## src/halt_wake_pkg.sv

```systemverilog
// Package: register map, field layout, reset values and timing for halt_mode_wake_control
package halt_wake_pkg;

  // ----------------------------------------------------------------
  // Register byte offsets
  // ----------------------------------------------------------------
  localparam logic [11:0] OFS_SYSCTL = 12'h000;  // system_control_one
  localparam logic [11:0] OFS_WARMUP = 12'h004;  // warmup_control_reg
  localparam logic [11:0] OFS_WAKECFG = 12'h008; // key and voltage release setup
  localparam logic [11:0] OFS_STATUS = 12'h00C;  // read-only state

  // ----------------------------------------------------------------
  // system_control_one fields
  // ----------------------------------------------------------------
  localparam int BIT_HALT_REQ = 7;   // write 1 to halt
  localparam int BIT_RELEASE_MODE_SELECT = 6;       // release_mode_select
  localparam int BIT_OUTHOLD = 5;    // port_output_hold_select
  localparam int LSB_RUNMODE = 0;    // run mode, two bits
  localparam logic RELEASE_MODE_SELECT_LEVEL = 1'b1;
  localparam logic RELEASE_MODE_SELECT_EDGE = 1'b0;

  // ----------------------------------------------------------------
  // warmup_control_reg fields
  // ----------------------------------------------------------------
  localparam int LSB_WARM_CNT = 0;   // warm-up count, WARM_W bits
  localparam int BIT_WARM_SRC = 16;  // warmup_source_select, 1 = low-frequency

  // ----------------------------------------------------------------
  // Wake configuration fields
  // ----------------------------------------------------------------
  localparam int BIT_KEY_EN = 0;     // key-on wakeup enabled
  localparam int BIT_KEY_LVL = 1;    // releasing key level, 1 = high
  localparam int BIT_VD_RST = 2;     // voltage detector generates reset

  // ----------------------------------------------------------------
  // Run modes and controller states
  // ----------------------------------------------------------------
  typedef enum logic [1:0] {
    single_clock_high_run,
    dual_clock_high_run,
    dual_clock_low_run
  } run_mode_t;

  typedef enum logic [2:0] {
    ST_RUN,
    ST_HALT,
    ST_VRST,
    ST_WARM
  } hstate_t;

  // ----------------------------------------------------------------
  // Reset values and timing
  // ----------------------------------------------------------------
  localparam logic [15:0] WARM_CNT_RST = 16'h00FF; // plain default count
  localparam int PCLK_HZ = 25_000_000;              // pclk rate
  localparam int MC_PCLK = 4;                       // pclk cycles per machine cycle
  localparam logic [31:0] PC_STEP = 32'h0000_0002;  // halted PC offset, in words
endpackage

```

## src/halt_mode_wake_control.sv

```systemverilog
// Halt mode entry, wake release and warm-up sequencing with an APB register port
//
// Behaviour
// - Writing halt bit one enters halt
// - Halt stops both oscillators and core
// - State held; port hold per select bit
// - Entry clears prescaler and divider
// - Halted PC is request address plus two
// - Resets end halt; resume single-clock high
// - Wake pin, key, voltage detector release
// - Level mode: high wake pin releases
// - Level mode: request ignored while pin high
// - Level mode: pin low after release harmless
// - Edge mode: rising wake edge releases
// - Edge mode: request taken while pin high
// - Edge within one machine cycle ignored
// - Key level, high or low, releases
// - Key leaving level after release harmless
// - Voltage low: immediate release and reset
// - Recovery within one machine cycle ignored
// - Oscillator restart, then warm-up, then run
// - Resume next instruction; clear timing generator
// - Warm-up source follows entry clock
// - Single: high only; dual high: both
// - Dual low: low oscillator only
//
// Decided for this implementation: the APB slave port and the register addresses.
module halt_mode_wake_control #(
  parameter int WARM_W = 16,   // warm-up counter width
  parameter int PC_W = 16,     // program counter width
  parameter int MC_DIV = halt_wake_pkg::MC_PCLK
) (
  // APB slave
  input wire logic pclk,
  input wire logic presetn,
  input wire logic psel,
  input wire logic penable,
  input wire logic pwrite,
  input wire logic [11:0] paddr,
  input wire logic [31:0] pwdata,
  output logic [31:0] prdata,
  output logic pready,
  output logic pslverr,
  // Release sources, asynchronous
  input wire logic wake_pin,
  input wire logic key_pin,
  input wire logic vd_low,
  // Core interface
  input wire logic [PC_W-1:0] req_pc,
  output logic [PC_W-1:0] resume_pc,
  output logic core_run,
  output logic tg_clear,
  output logic port_hold,
  // Oscillator control
  output logic hf_osc_en,
  output logic lf_osc_en,
  output logic warm_src_lf,
  // Voltage detection reset out
  output logic vd_reset
);

  // ----------------------------------------------------------------
  // Elaboration checks
  // ----------------------------------------------------------------
  if (WARM_W < 1 || WARM_W > 16) begin : g_chk_warm
    $error("WARM_W must be 1..16");
  end
  if (MC_DIV < 2 || MC_DIV > 255) begin : g_chk_mc
    $error("MC_DIV must be 2..255");
  end
  if (PC_W < 2 || PC_W > 32) begin : g_chk_pc
    $error("PC_W must be 2..32");
  end

  // ----------------------------------------------------------------
  // Module state
  // ----------------------------------------------------------------
  typedef struct packed {
    halt_wake_pkg::hstate_t st;           // controller state
    halt_wake_pkg::run_mode_t mode;       // current run mode
    halt_wake_pkg::run_mode_t entry_mode; // mode saved on entry
    logic release_mode_select;                           // release_mode_select
    logic out_hold;                       // port_output_hold_select
    logic [WARM_W-1:0] warm_cnt;          // programmed warm-up count
    logic warm_sel;                       // warmup_source_select
    logic key_en;                         // key wakeup enable
    logic key_lvl;                        // key releasing level
    logic vd_rst_en;                      // voltage reset generation
    logic [2:0] wake_s;                   // wake sync, last bit is history
    logic [1:0] key_s;                    // key sync
    logic [1:0] vd_s;                     // voltage sync
    logic [7:0] mc_cnt;                   // machine cycle divider
    logic blank;                          // first machine cycle after request
    logic [7:0] blank_cnt;                // pclk count of the blank window
    logic [WARM_W-1:0] warm_left;         // warm-up remaining
    logic after_vrst;                     // warm-up follows a voltage reset
    logic [PC_W-1:0] resume_pc;
    logic core_run;
    logic tg_clear;
    logic port_hold;
    logic hf_en;
    logic lf_en;
    logic src_lf;
    logic vd_reset;
    logic [31:0] prdata;
    logic pready;
    logic pslverr;
  } state_t;

  state_t s_r;
  state_t s_nxt;

  // ----------------------------------------------------------------
  // Helpers
  // ----------------------------------------------------------------
  // Address decode, shared by read and write paths
  function automatic logic [2:0] reg_sel(input logic [11:0] a);
    case (a)
      halt_wake_pkg::OFS_SYSCTL: reg_sel = 3'h1;
      halt_wake_pkg::OFS_WARMUP: reg_sel = 3'h2;
      halt_wake_pkg::OFS_WAKECFG: reg_sel = 3'h3;
      halt_wake_pkg::OFS_STATUS: reg_sel = 3'h4;
      default: reg_sel = 3'h0;
    endcase
  endfunction

  // Oscillators to start on release, by entry mode
  function automatic logic [1:0] osc_for(input halt_wake_pkg::run_mode_t m);
    case (m)
      halt_wake_pkg::dual_clock_high_run: osc_for = 2'b11;
      halt_wake_pkg::dual_clock_low_run: osc_for = 2'b01;
      default: osc_for = 2'b10;
    endcase
  endfunction

  // ----------------------------------------------------------------
  // Next-state logic
  // ----------------------------------------------------------------
  always_comb begin
    logic wr;
    logic rd_setup;
    logic halt_wr;
    logic wake_hi;
    logic wake_rise;
    logic key_hit;
    logic vd_lo;
    logic release_ev;
    logic [1:0] osc;
    wr = 1'b0;
    rd_setup = 1'b0;
    halt_wr = 1'b0;
    wake_hi = 1'b0;
    wake_rise = 1'b0;
    key_hit = 1'b0;
    vd_lo = 1'b0;
    release_ev = 1'b0;
    osc = 2'b00;
    s_nxt = s_r;

    // Two-flop synchronisers; stage 0 feeds stage 1 only
    s_nxt.wake_s = {s_r.wake_s[1], s_r.wake_s[0], wake_pin};
    s_nxt.key_s = {s_r.key_s[0], key_pin};
    s_nxt.vd_s = {s_r.vd_s[0], vd_low};
    wake_hi = s_r.wake_s[1];
    wake_rise = s_r.wake_s[1] & ~s_r.wake_s[2];
    key_hit = s_r.key_en & (s_r.key_s[1] == s_r.key_lvl);
    vd_lo = s_r.vd_s[1];

    // Free-running machine cycle divider
    s_nxt.mc_cnt = (s_r.mc_cnt == 8'(MC_DIV - 1)) ? 8'h00 : s_r.mc_cnt + 8'h01;

    // Blanking window of one machine cycle after a request
    if (s_r.blank) begin
      if (s_r.blank_cnt == 8'(MC_DIV - 1)) begin
        s_nxt.blank = 1'b0;
      end else begin
        s_nxt.blank_cnt = s_r.blank_cnt + 8'h01;
      end
    end

    // Default pulse outputs
    s_nxt.tg_clear = 1'b0;

    // APB: ready one cycle after setup; write at the access edge
    s_nxt.pready = psel & ~penable;
    wr = psel & penable & s_r.pready & pwrite;
    rd_setup = psel & ~penable;
    if (rd_setup) begin
      // Read data and error captured in setup, stable through access
      s_nxt.pslverr = (reg_sel(paddr) == 3'h0);
      s_nxt.prdata = 32'h0000_0000;
      case (reg_sel(paddr))
        3'h1: begin
          s_nxt.prdata[halt_wake_pkg::BIT_HALT_REQ] = (s_r.st != halt_wake_pkg::ST_RUN);
          s_nxt.prdata[halt_wake_pkg::BIT_RELEASE_MODE_SELECT] = s_r.release_mode_select;
          s_nxt.prdata[halt_wake_pkg::BIT_OUTHOLD] = s_r.out_hold;
          s_nxt.prdata[halt_wake_pkg::LSB_RUNMODE +: 2] = s_r.mode;
        end
        3'h2: begin
          s_nxt.prdata[halt_wake_pkg::LSB_WARM_CNT +: WARM_W] = s_r.warm_cnt;
          s_nxt.prdata[halt_wake_pkg::BIT_WARM_SRC] = s_r.warm_sel;
        end
        3'h3: begin
          s_nxt.prdata[halt_wake_pkg::BIT_KEY_EN] = s_r.key_en;
          s_nxt.prdata[halt_wake_pkg::BIT_KEY_LVL] = s_r.key_lvl;
          s_nxt.prdata[halt_wake_pkg::BIT_VD_RST] = s_r.vd_rst_en;
        end
        3'h4: begin
          // Live state: pins, oscillators, core
          s_nxt.prdata[2:0] = 3'(s_r.st);
          s_nxt.prdata[4] = wake_hi;
          s_nxt.prdata[5] = s_r.key_s[1];
          s_nxt.prdata[6] = vd_lo;
          s_nxt.prdata[8] = s_r.hf_en;
          s_nxt.prdata[9] = s_r.lf_en;
          s_nxt.prdata[10] = s_r.core_run;
        end
        default: s_nxt.prdata = 32'h0000_0000;
      endcase
    end

    // Register writes; only while the core runs, since a halted core writes nothing
    if (wr && s_r.st == halt_wake_pkg::ST_RUN) begin
      case (reg_sel(paddr))
        3'h1: begin
          s_nxt.release_mode_select = pwdata[halt_wake_pkg::BIT_RELEASE_MODE_SELECT];
          s_nxt.out_hold = pwdata[halt_wake_pkg::BIT_OUTHOLD];
          s_nxt.mode = halt_wake_pkg::run_mode_t'(pwdata[halt_wake_pkg::LSB_RUNMODE +: 2]);
          halt_wr = pwdata[halt_wake_pkg::BIT_HALT_REQ];
        end
        3'h2: begin
          s_nxt.warm_cnt = pwdata[halt_wake_pkg::LSB_WARM_CNT +: WARM_W];
          s_nxt.warm_sel = pwdata[halt_wake_pkg::BIT_WARM_SRC];
        end
        3'h3: begin
          s_nxt.key_en = pwdata[halt_wake_pkg::BIT_KEY_EN];
          s_nxt.key_lvl = pwdata[halt_wake_pkg::BIT_KEY_LVL];
          s_nxt.vd_rst_en = pwdata[halt_wake_pkg::BIT_VD_RST];
        end
        default: s_nxt.pslverr = s_r.pslverr;
      endcase
    end

    // Halt controller
    case (s_r.st)
      halt_wake_pkg::ST_RUN: begin
        s_nxt.src_lf = s_r.warm_sel;
        // Level mode refuses entry while the pin is high; edge mode does not
        if (halt_wr && !(pwdata[halt_wake_pkg::BIT_RELEASE_MODE_SELECT] == halt_wake_pkg::RELEASE_MODE_SELECT_LEVEL
            && wake_hi)) begin
          s_nxt.st = halt_wake_pkg::ST_HALT;
          s_nxt.entry_mode = halt_wake_pkg::run_mode_t'(
              pwdata[halt_wake_pkg::LSB_RUNMODE +: 2]);
          s_nxt.hf_en = 1'b0;
          s_nxt.lf_en = 1'b0;
          s_nxt.core_run = 1'b0;
          s_nxt.tg_clear = 1'b1;
          s_nxt.port_hold = pwdata[halt_wake_pkg::BIT_OUTHOLD];
          s_nxt.resume_pc = req_pc + PC_W'(halt_wake_pkg::PC_STEP);
          s_nxt.blank = 1'b1;
          s_nxt.blank_cnt = 8'h00;
        end
      end
      halt_wake_pkg::ST_HALT: begin
        // Voltage reset overrides every other source at once
        if (s_r.vd_rst_en && vd_lo) begin
          s_nxt.st = halt_wake_pkg::ST_VRST;
          s_nxt.vd_reset = 1'b1;
        end else begin
          if (s_r.release_mode_select == halt_wake_pkg::RELEASE_MODE_SELECT_LEVEL) begin
            release_ev = wake_hi;
          end else begin
            release_ev = wake_rise & ~s_r.blank;
          end
          release_ev = release_ev | key_hit;
          if (release_ev) begin
            // Oscillators start first, per the entry mode
            osc = osc_for(s_r.entry_mode);
            s_nxt.hf_en = osc[1];
            s_nxt.lf_en = osc[0];
            // Warm-up clock follows the entry clock, not the select bit
            s_nxt.src_lf = (s_r.entry_mode == halt_wake_pkg::dual_clock_low_run);
            s_nxt.warm_left = s_r.warm_cnt;
            s_nxt.after_vrst = 1'b0;
            s_nxt.st = halt_wake_pkg::ST_WARM;
          end
        end
      end
      halt_wake_pkg::ST_VRST: begin
        // Held in reset until supply recovers after the blank window
        if (!vd_lo && !s_r.blank) begin
          s_nxt.vd_reset = 1'b0;
          s_nxt.hf_en = 1'b1;
          s_nxt.lf_en = 1'b0;
          s_nxt.src_lf = 1'b0;
          s_nxt.warm_left = s_r.warm_cnt;
          s_nxt.after_vrst = 1'b1;
          s_nxt.st = halt_wake_pkg::ST_WARM;
        end
      end
      halt_wake_pkg::ST_WARM: begin
        // Pins are no longer looked at: falling back cannot re-halt
        if (s_r.mc_cnt == 8'h00) begin
          if (s_r.warm_left == '0) begin
            s_nxt.st = halt_wake_pkg::ST_RUN;
            s_nxt.core_run = 1'b1;
            s_nxt.tg_clear = 1'b1;
            s_nxt.port_hold = 1'b0;
            if (s_r.after_vrst) begin
              s_nxt.mode = halt_wake_pkg::single_clock_high_run;
            end
          end else begin
            s_nxt.warm_left = s_r.warm_left - WARM_W'(1);
          end
        end
      end
      default: s_nxt.st = halt_wake_pkg::ST_RUN;
    endcase
  end

  // ----------------------------------------------------------------
  // State register
  // ----------------------------------------------------------------
  always_ff @(posedge pclk or negedge presetn) begin
    if (!presetn) begin
      // Pin and power-on reset also end halt: come up in single-clock high run
      s_r <= '0;
      s_r.st <= halt_wake_pkg::ST_RUN;
      s_r.mode <= halt_wake_pkg::single_clock_high_run;
      s_r.entry_mode <= halt_wake_pkg::single_clock_high_run;
      s_r.warm_cnt <= halt_wake_pkg::WARM_CNT_RST[WARM_W-1:0];
      s_r.hf_en <= 1'b1;
      s_r.core_run <= 1'b1;
    end else begin
      s_r <= s_nxt;
    end
  end

  // ----------------------------------------------------------------
  // Outputs, all straight from the state register
  // ----------------------------------------------------------------
  assign prdata = s_r.prdata;
  assign pready = s_r.pready;
  assign pslverr = s_r.pslverr;
  assign resume_pc = s_r.resume_pc;
  assign core_run = s_r.core_run;
  assign tg_clear = s_r.tg_clear;
  assign port_hold = s_r.port_hold;
  assign hf_osc_en = s_r.hf_en;
  assign lf_osc_en = s_r.lf_en;
  assign warm_src_lf = s_r.src_lf;
  assign vd_reset = s_r.vd_reset;

endmodule

```

## config.mk

```make
export PLATFORM = sky130hd
export DESIGN_NAME = halt_mode_wake_control
export DESIGN_NICKNAME = d
export VERILOG_FILES = /design/src/halt_wake_pkg.sv /design/src/halt_mode_wake_control.sv
export SDC_FILE = /design/constraint.sdc
export NUM_CORES = 1
export LEC_CHECK = 0
export ABC_AREA = 1
export BUFFER_PORTS_ARGS = -buffer_cell sky130_fd_sc_hd__clkbuf_2
export CORE_MARGIN = 1.5
export CORE_UTILIZATION = 45
export CTS_CLUSTER_DIAMETER = 200
export CTS_CLUSTER_SIZE = 20
export DETAILED_ROUTE_END_ITERATION = 6
export GPL_ROUTABILITY_DRIVEN = 0
export HOLD_SLACK_MARGIN = 0.1
export PLACE_DENSITY = 0.68
export SYNTH_ARGS = -nofsm -noshare
export SYNTH_HDL_FRONTEND = slang
export SYNTH_SLANG_ARGS = --single-unit
export TNS_END_PERCENT = 100
```

## constraint.sdc

```tcl
create_clock -name pclk -period 1.69 [get_ports pclk]
set_input_delay 0.169 -clock pclk [delete_from_list [all_inputs] [get_ports pclk]]
set_output_delay 0.169 -clock pclk [all_outputs]
set_load 0.005 [all_outputs]
```

Word level (Yosys, flattened, before mapping)

Cells that the tools add are included.

$add $sub $neg: 4
Equal/unequal tests: 28
Multiplexer cells: 54
Bitwise operators: 11
Reductions and logical operators: 30

Operator list:

| kind                    | number |
|---|---|
| $mux W17                | 3 |
| $pmux W16 S3            | 1 |
| $mux W16                | 2 |
| $mux W3                 | 10 |
| $mux W9                 | 3 |
| $eq A12 B4 Y1 const B   | 2 |
| $pmux W3 S4             | 2 |
| $eq A3 B2 Y1 const B    | 6 |
| $add A16 B2 Y16 const B | 1 |
| $add A8 B1 Y8 const B   | 2 |
| $eq A8 B2 Y1 const B    | 2 |
| $logic_not A16 Y1       | 1 |
| $mux W8                 | 2 |
| $ne A2 B2 Y1 const B    | 8 |
| $sub A16 B1 Y16 const B | 1 |
| $mux W5                 | 3 |
| $eq A12 B3 Y1 const B   | 1 |
| $logic_not A12 Y1       | 1 |
| $pmux W3 S2             | 2 |
| $reduce_and A4 Y1       | 3 |
| $mux W1                 | 11 |
| $reduce_and A5 Y1       | 2 |
| $eq A3 B1 Y1 const B    | 3 |
| $pmux W3 S3             | 1 |
| other kinds (27)        | 54 |

Register bits: 112
Input bits: 68
Output and inout port bits: 57
Logic and storage cells: 156

Depth between registers and ports, before layout

Gate-level depths: netlist of the first run.

Depth after elaboration: 12
Depth in mapped cells: 11

Worst setup path before layout of the first run

Ideal clock, no wire load.

Path type: flip-flop to flip-flop
Start point: reg s_r[124] (netlist bit)
End point: reg s_r, in the netlist resume_pc[8]
Arrival: 1594 ps
Data required time: 1564 ps
Setup slack: -29 ps
Cell stages (with the launch flop): 10
Path buffers: 2
Path through: dfrtp_1 -> inv_1 -> ha_1 -> nand2_1 -> nor2_4 -> nand4_1 -> buf_4 -> buf_4 -> nand2_1 -> o31ai_2

Longest elaborated chain between the ends: 5

Ends and longest elaborated chain:

| item                            | RTL line                                                     | source |
|---|---|---|
| start: declaration              | halt_mode_wake_control.sv:110                                | `state_t s_r;` |
| start signal: assignment        | halt_mode_wake_control.sv:335                                | `s_r <= s_nxt;` |
| $logic_not A3 Y1 (*)            | halt_mode_wake_control.sv:223, halt_mode_wake_control.sv:245 |  |
| $logic_and A1 B1 Y1             | halt_mode_wake_control.sv:223                                | `if (wr && s_r.st == halt_wake_pkg::ST_RUN) begin` |
| $mux W1                         | halt_mode_wake_control.sv:223                                |  |
| $logic_and A1 B1 Y1             | halt_mode_wake_control.sv:249                                | `if (halt_wr && !(pwdata[halt_wake_pkg::BIT_RELEASE_MODE_SELECT] == halt_wake_pkg::RELEASE_MODE_SELECT_LEVEL` |
| $reduce_and A2 Y1 (no line) (*) | n/a                                                          |  |

Every way passes the cells marked *; elsewhere a longest branch is shown, timed or not.
A chain may end at the register's enable or synchronous reset.

Worst setup path in the final report of the first run

Start point: reg s_r[124] (netlist bit)
End point: reg s_r[59] (netlist bit)

Longest elaborated chain between the ends: 3

Ends and longest elaborated chain:

| item |
|---|
| $eq A3 B2 Y1 or $eq A3 B1 Y1 (tied branches) |
| $ne A2 B2 Y1 (no line) or $reduce_bool A3 Y1 (tied branches) |
| $reduce_and A6 Y1 (no line) |

Several ways; a longest one is shown, not always the timed one.

==> out/qor.txt, run 1 <==
Crit path top cell by count: nor2_4
Seq cells post-synth: 111
maximum vdd drop: 956 uV
CTS root buffer: clkbuf_16
drt pass-1 iters: 5
DRT Wirelength: 15.8 mm
worst hold stages: 3
HPWL after DPL: 10.8 mm
via count: 5528
nature of the critical path startpoint: register
Cells after DPL: 1086
CP max FO: 6
initial antenna violation count: 0
min-delay src: req_pc[10]
Worst-Margin Slew: 0.590 ns
Critical Path Source: s_r[124]$_DFFE_PN0P_
CTS buffer count: 9
most frequent cells in the layout: nand2_1, dfrtp_1, clkbuf_2
GR Util All Layers: 21.9%
Detail Route Antenna Nets: 0
final non-filler cell total: 1140
crit path cell chain: inv_4, ha_4, o21ai_4, nand2_4, nor2_4, nand3_2, nor2_4, clkbuf_16, nand2_2, o21ai_2
FP Rows: 42
# port buffers: 94
Worst Skew: 0.0110 ns
min Tclk post-route: 1.75 ns
Layout Area Growth over Synthesis: 29.7%
fin nets: 1039
dpl ws: -0.243 ns
met2 GRT Util: 35.7%
Yosys top cell area share: 40.5%
I/O pins: 125
worst skew pair latency: 0.36 ns
Most Crowded Layer GR: met2
sequential element share of the synthesized area: 44.8%
final total power: 11.3 mW
slew margin rel.: 60.6%
Fill cells: 1195
met3 Usage GRT: 5.57%
TritonCTS clock tree: yes
# diodes: 0
synth top area cells: dfrtp_1, nand2_1, buf_4
final worst slack: -0.0568 ns
pin count of the biggest net entering global routing: 66
data arrival time of the critical path: 2.04 ns
synth unique cells: 33
H-tree depth: 3
RSZ-0062 raised after global routing: yes
# DRC: 0
CORE AREA: 13400 um^2
Worst EP required: 1.98 ns
Avg Cell Area, Syn: 7.63 um^2
Slew Limit Fails: 0
starting density of the core: 46.5%
worst hold path type: in2reg
Final Cycle Share: 103%
global route overflow: 0
Chip Width: 121 um
clk slew on worst S/H paths: 0.07 ns
CP Capture Type: register
ys flop type: dfrtp_1
CTS Buffer Depth: 2
first-pass GRT wire length: 25.0 mm
Die Y: 121 um
most common cell after layout, fill and taps aside: nand2_1
violated checks: setup timing
worst r2r src: s_r[124]$_DFFE_PN0P_
met1 usage: 29.0%
number of synthesized flops with an enable pin: 0
crit path kind: reg2reg
fraction of layout cells with a size suffix above 1: 28.6%
final setup violating endpoints: 17
vias in the first global route: 5174
critical path's largest stage delay: 0.45 ns
pwr/cell area: 1400 nW/um^2
maximum clock frequency: 572 MHz
worst r2r path cells: 10
critical path's top delay family: simple AND/OR/NAND/NOR gates
Bufs and invs on worst path: 2
CP max stage cell: dfrtp_2
Async S/R FF share, synth: 100%
critical path depth: 10
YS warnings: 0
outcome: finished with violations
Mapped Cells: 817
final hold violation count: 0
Yosys top cell by area: dfrtp_1
max_cap viols: 0
WL per Instance: 13.9 um
die area: 14600 um^2
Netlist Area Pre-Place: 6230 um^2
DR iter-0 viols: 302
via/cell ratio: 4.85
leak pwr: 4.25 nW
CTS sink cnt: 111
==> state kept, by name, summed over array words and instances, names as in the netlist, 4 cells and up <==
name and count:
s_nxt 4, prdata 17, resume_pc 16, s_r 65
==> cells in the mapped netlist, types with 3 or more instances <==
library cell	number
nand2_1	257
dfrtp_1	101
inv_1	84
nor2_1	75
nand3_1	66
buf_4	51
o21ai_0	40
ha_1	12
o21ai_2	12
xor2_1	12
a21oi_1	11
clkbuf_1	11
nand4_1	11
o21ai_1	11
dfstp_2	10
nor3_1	9
nor2_2	5
o31ai_1	5
buf_2	4
buf_6	4
xnor2_1	4
inv_2	3
nor2_4	3
==> metal layers <==
layer  vias to the layer above  part of all wire [%]
met2                       159                    48
met4                         0                   2.0
met1                      2538                    45
li1                       2803                     -
met5                         -                     0
met3                        28                   5.8
==> where the power goes <==
group | switching (mW) | leakage (nW) | internal, mW
clock network | 1.02 | 0.148 | 1.30
logic | 3.31 | 2.68 | 2.55
registers | 0.219 | 1.42 | 2.93
==> cell families (layout without fill, tap and decap cells) <==
family	after synthesis	in the layout	share of synthesized area [%]
xor gates and xnor gates	16	16	2.25
muxes	2	2	0.321
buffers and inverters	157	290	13.1
and+or+nand+nor	435	435	29.2
DFF	111	111	44.8
adders and majority gates	12	12	2.41
other	1	15	0.0602
AOI/OAI and AO/OA	83	83	7.87
==> worst min-delay path, cell delays in order <==
cell and delay (ns):
clkbuf_2 0.12, o21ai_1 0.08, nand2_1 0.06
==> stage by stage <==
step	setup TNS [ns]	util [%]	instance area (um^2)	hold WS, ns
after floorplan	0	-	6290	-0.127
after CTS	-0.0151	56.9	7630	0.103
final	-0.483	60.3	8080	0.104
after global routing	-3.09	60.3	8080	0.122
after detailed placement	-2.31	51.9	6960	0.180
after global placement	-0.600	51.9	6960	0.179
==> layout make-up <==
cell class	count	area (um^2)	share of cell area, %
Clock buffer	9	225	2.79
Inverter	87	342	4.23
Clock inverter	7	96.3	1.19
Sequential cell	111	2790	34.5
Tap cell	176	220	2.72
Timing Repair Buffer	187	1390	17.2
Multi-Input combinational cell	563	3020	37.4
==> repair_timing <==
| action | 4_1_cts | 5_1_grt |
|---|---|---|
| hold buffers | 21 | 0 |
| setup endpoints to repair | 51 | 70 |
| gates resized for setup | 14 | 91 |
| hold endpoints to repair | 123 | 0 |
| cloned | 2 | 4 |
| pin swaps | 5 | 21 |
| buffers inserted | 5 | 6 |
==> final timing paths <==
path / end / slack (ns)
worst max-delay path: s_r[59]$_DFFE_PN0P_ / -0.06
worst min-delay path: resume_pc[10]$_DFFE_PN0P_ / 0.10
worst max register to register: s_r[59]$_DFFE_PN0P_ / -0.06
worst min register to register: s_r[92]$_DFF_PN0_ / 0.35
max in group asynchronous: s_r[103]$_DFFE_PN1P_ / 0.98
min in group asynchronous: s_r[72]$_DFFE_PN0P_ / 0.34
Power figures use the tool's default switching activity.
==> run 2: changes to the inputs <==
--- a/config.mk
+++ b/config.mk
@@ -6,15 +6,16 @@
 export NUM_CORES = 1
 export LEC_CHECK = 0
 export ABC_AREA = 1
-export BUFFER_PORTS_ARGS = -buffer_cell sky130_fd_sc_hd__clkbuf_2
 export CORE_MARGIN = 1.5
 export CORE_UTILIZATION = 45
+export CTS_BUF_LIST = sky130_fd_sc_hd__clkbuf_8
 export CTS_CLUSTER_DIAMETER = 200
 export CTS_CLUSTER_SIZE = 20
 export DETAILED_ROUTE_END_ITERATION = 6
+export DONT_BUFFER_PORTS = 1
 export GPL_ROUTABILITY_DRIVEN = 0
 export HOLD_SLACK_MARGIN = 0.1
-export PLACE_DENSITY = 0.68
+export PLACE_DENSITY = 0.6
 export SYNTH_ARGS = -nofsm -noshare
 export SYNTH_HDL_FRONTEND = slang
 export SYNTH_SLANG_ARGS = --single-unit
==> out/qor.txt, run 2 (synthesis results as in run 1) <==
# port buffers: 0 (-100%)
final worst slack: -0.0398 ns (+0.0171 ns)
Layout Area Growth over Synthesis: 21.2%
TritonCTS clock tree: yes
fraction of layout cells with a size suffix above 1: 18.5% (-10 points)
first-pass GRT wire length: 25.4 mm (+1.6%)
violated checks: hold timing, setup timing
crit path kind: reg2reg
HPWL after DPL: 10.5 mm (-3.0%)
# DRC: 0 (unchanged)
global route overflow: 0 (unchanged)
DRT Wirelength: 15.9 mm (+0.56%)
most frequent cells in the layout: nand2_1, dfrtp_1, inv_1
via/cell ratio: 5.05 (+4.2%)
Final Cycle Share: 102% (-1.0 points)
most common cell after layout, fill and taps aside: nand2_1
Worst-Margin Slew: 0.553 ns (-0.0375 ns)
Die Y: 121 um (unchanged)
Finished Cell Area: 7560 um^2 (-6.5%)
Detail Route Antenna Nets: 0 (unchanged)
FP Rows: 42 (unchanged)
CP max FO: 7 (+1)
Worst Skew: 0.00761 ns (-0.00336 ns)
vias in the first global route: 5295 (+2.3%)
DR iter-0 viols: 406 (+34%)
initial antenna violation count: 1 (+1)
largest register by flop count: s_r
Largest register FFs: 65 (unchanged)
starting density of the core: 46.5% (unchanged)
Worst EP required: 2.01 ns (+0.03 ns)
dpl ws: -0.146 ns (+0.0971 ns)
clk slew on worst S/H paths: 0.10 ns (+0.03 ns)
CTS Buffer Depth: 2 (unchanged)
pwr/cell area: 1380 nW/um^2 (-1.4%)
final total power: 10.4 mW (-7.9%)
Slew Limit Fails: 0 (unchanged)
maximum clock frequency: 578 MHz (+0.99%)
final hold violation count: 111 (+111)
slew margin rel.: 63.1% (+2.5 points)
nature of the critical path startpoint: register
RSZ-0062 raised after global routing: yes
Chip Width: 121 um (unchanged)
GR Util All Layers: 22.1% (+0.21 points)
data arrival time of the critical path: 2.05 ns (about the same)
I/O pins: 125 (unchanged)
fin nets: 968 (-6.8%)
hold_buf cts: 44 (+110%)
CP Capture Type: register
Placed Area: 6390 um^2 (-8.1%)
min Tclk post-route: 1.73 ns (-0.0171 ns)
CORE AREA: 13400 um^2 (unchanged)
Final Util: 56.4% (-3.9 points)
worst skew pair latency: 0.39 ns (+0.03 ns)
via count: 5407 (-2.2%)
H-tree depth: 3 (unchanged)
die area: 14600 um^2 (unchanged)
max_cap viols: 0 (unchanged)
CTS root buffer: clkbuf_8
Hold WS: -0.540 ns (-0.644 ns)
CTS buffer count: 9 (unchanged)
WL per Instance: 14.9 um (+7.1%)
CTS sink cnt: 111 (unchanged)
maximum vdd drop: 769 uV (-20%)
drt pass-1 iters: 5 (unchanged)
pin count of the biggest net entering global routing: 112 (+70%)
leak pwr: 3.79 nW (-11%)
final setup violating endpoints: 12 (-5)
worst hold path type: in2async
outcome: finished with violations
==> run 2: changes by cell type in the layout (fill, tap and decap cells not counted), moves of 4 or more <==
cell / delta
o21ai_1: -5
clkbuf_2: -93
nand2_1: +16
nand2_4: -6
dlygate4sd3_1: +23
buf_6: +6
o21ai_0: +4
inv_2: +4
clkbuf_8: +11
nand2_2: -9
buf_4: -5
clkbuf_16: -13
==> run 2: metal layers <==
metal	vias up	wire, um	global-route usage (%)
met3	22	1010	5.90
met2	177	7850	37.4
met1	2546	6740	27.3
met4	0	295	7.50
li1	2662	-	-
met5	-	0	0
==> run 2: final timing paths <==
kind / startpoint / endpoint / slack [ns] / cells after the start
worst max-delay path: s_r[124]$_DFFE_PN0P_ / s_r[59]$_DFFE_PN0P_ / -0.04 / 10
worst min-delay path: presetn / s_r[67]$_DFFE_PN0P_ / -0.54 / 0
worst max register to register: s_r[124]$_DFFE_PN0P_ / s_r[59]$_DFFE_PN0P_ / -0.04 / 10
worst min register to register: s_nxt[94]$_DFF_PN0_ / s_r[94]$_DFF_PN0_ / 0.36 / 0
max in group asynchronous: presetn / core_run$_DFFE_PN1P_ / 1.95 / 0
min in group pclk: req_pc[1] / resume_pc[4]$_DFFE_PN0P_ / 0.12 / 3
==> run 2: cell type report <==
| cell class | instances | area, um^2 |
|---|---|---|
| fillers | 1253 | 5840 |
| repair buffers | 115 | 1120 |
| flip-flops and latches | 111 | 2790 |
| multi-input cells | 564 | 2910 |
| inverters | 87 | 327 |
| well taps | 176 | 220 |
| diodes | 1 | 2.50 |
| clock inverters | 5 | 31.3 |
| clock buffers | 11 | 151 |
==> run 2: critical path, stage by stage, from the launching register on <==
cell and delay (ns):
dfrtp_1 0.43, buf_6 0.14, ha_2 0.20, buf_4 0.15
nand3_2 0.11, nand3_2 0.11, nor2_4 0.14, buf_6 0.14
buf_12 0.12, nand2_1 0.06, o21ai_2 0.06
==> run 2: per-stage QoR <==
stage               TNS [ns]  hold WS (ns)  std cells
floorplan                  0        -0.127        831
global placement       -2.97        -0.121        982
detailed placement     -5.04        -0.121        982
CTS                  -0.0137        -0.556       1058
global route           -2.03        -0.565       1069
finish                -0.261        -0.540       1070
==> run 2: timing repair <==
| action | CTS | global route |
|---|---|---|
| gates resized for setup | 35 | 39 |
| gates cloned | 4 | 1 |
| buffers inserted | 13 | 11 |
| setup endpoints to repair | 55 | 66 |
| pin swaps | 12 | 10 |
| hold endpoints to repair | 158 | 111 |
==> run 2: where the power goes <==
group | switching [mW] | internal, mW
Combinational | 3.13 | 2.59
Clock | 0.928 | 0.616
Sequential | 0.251 | 2.92
Total | 4.31 | 6.13
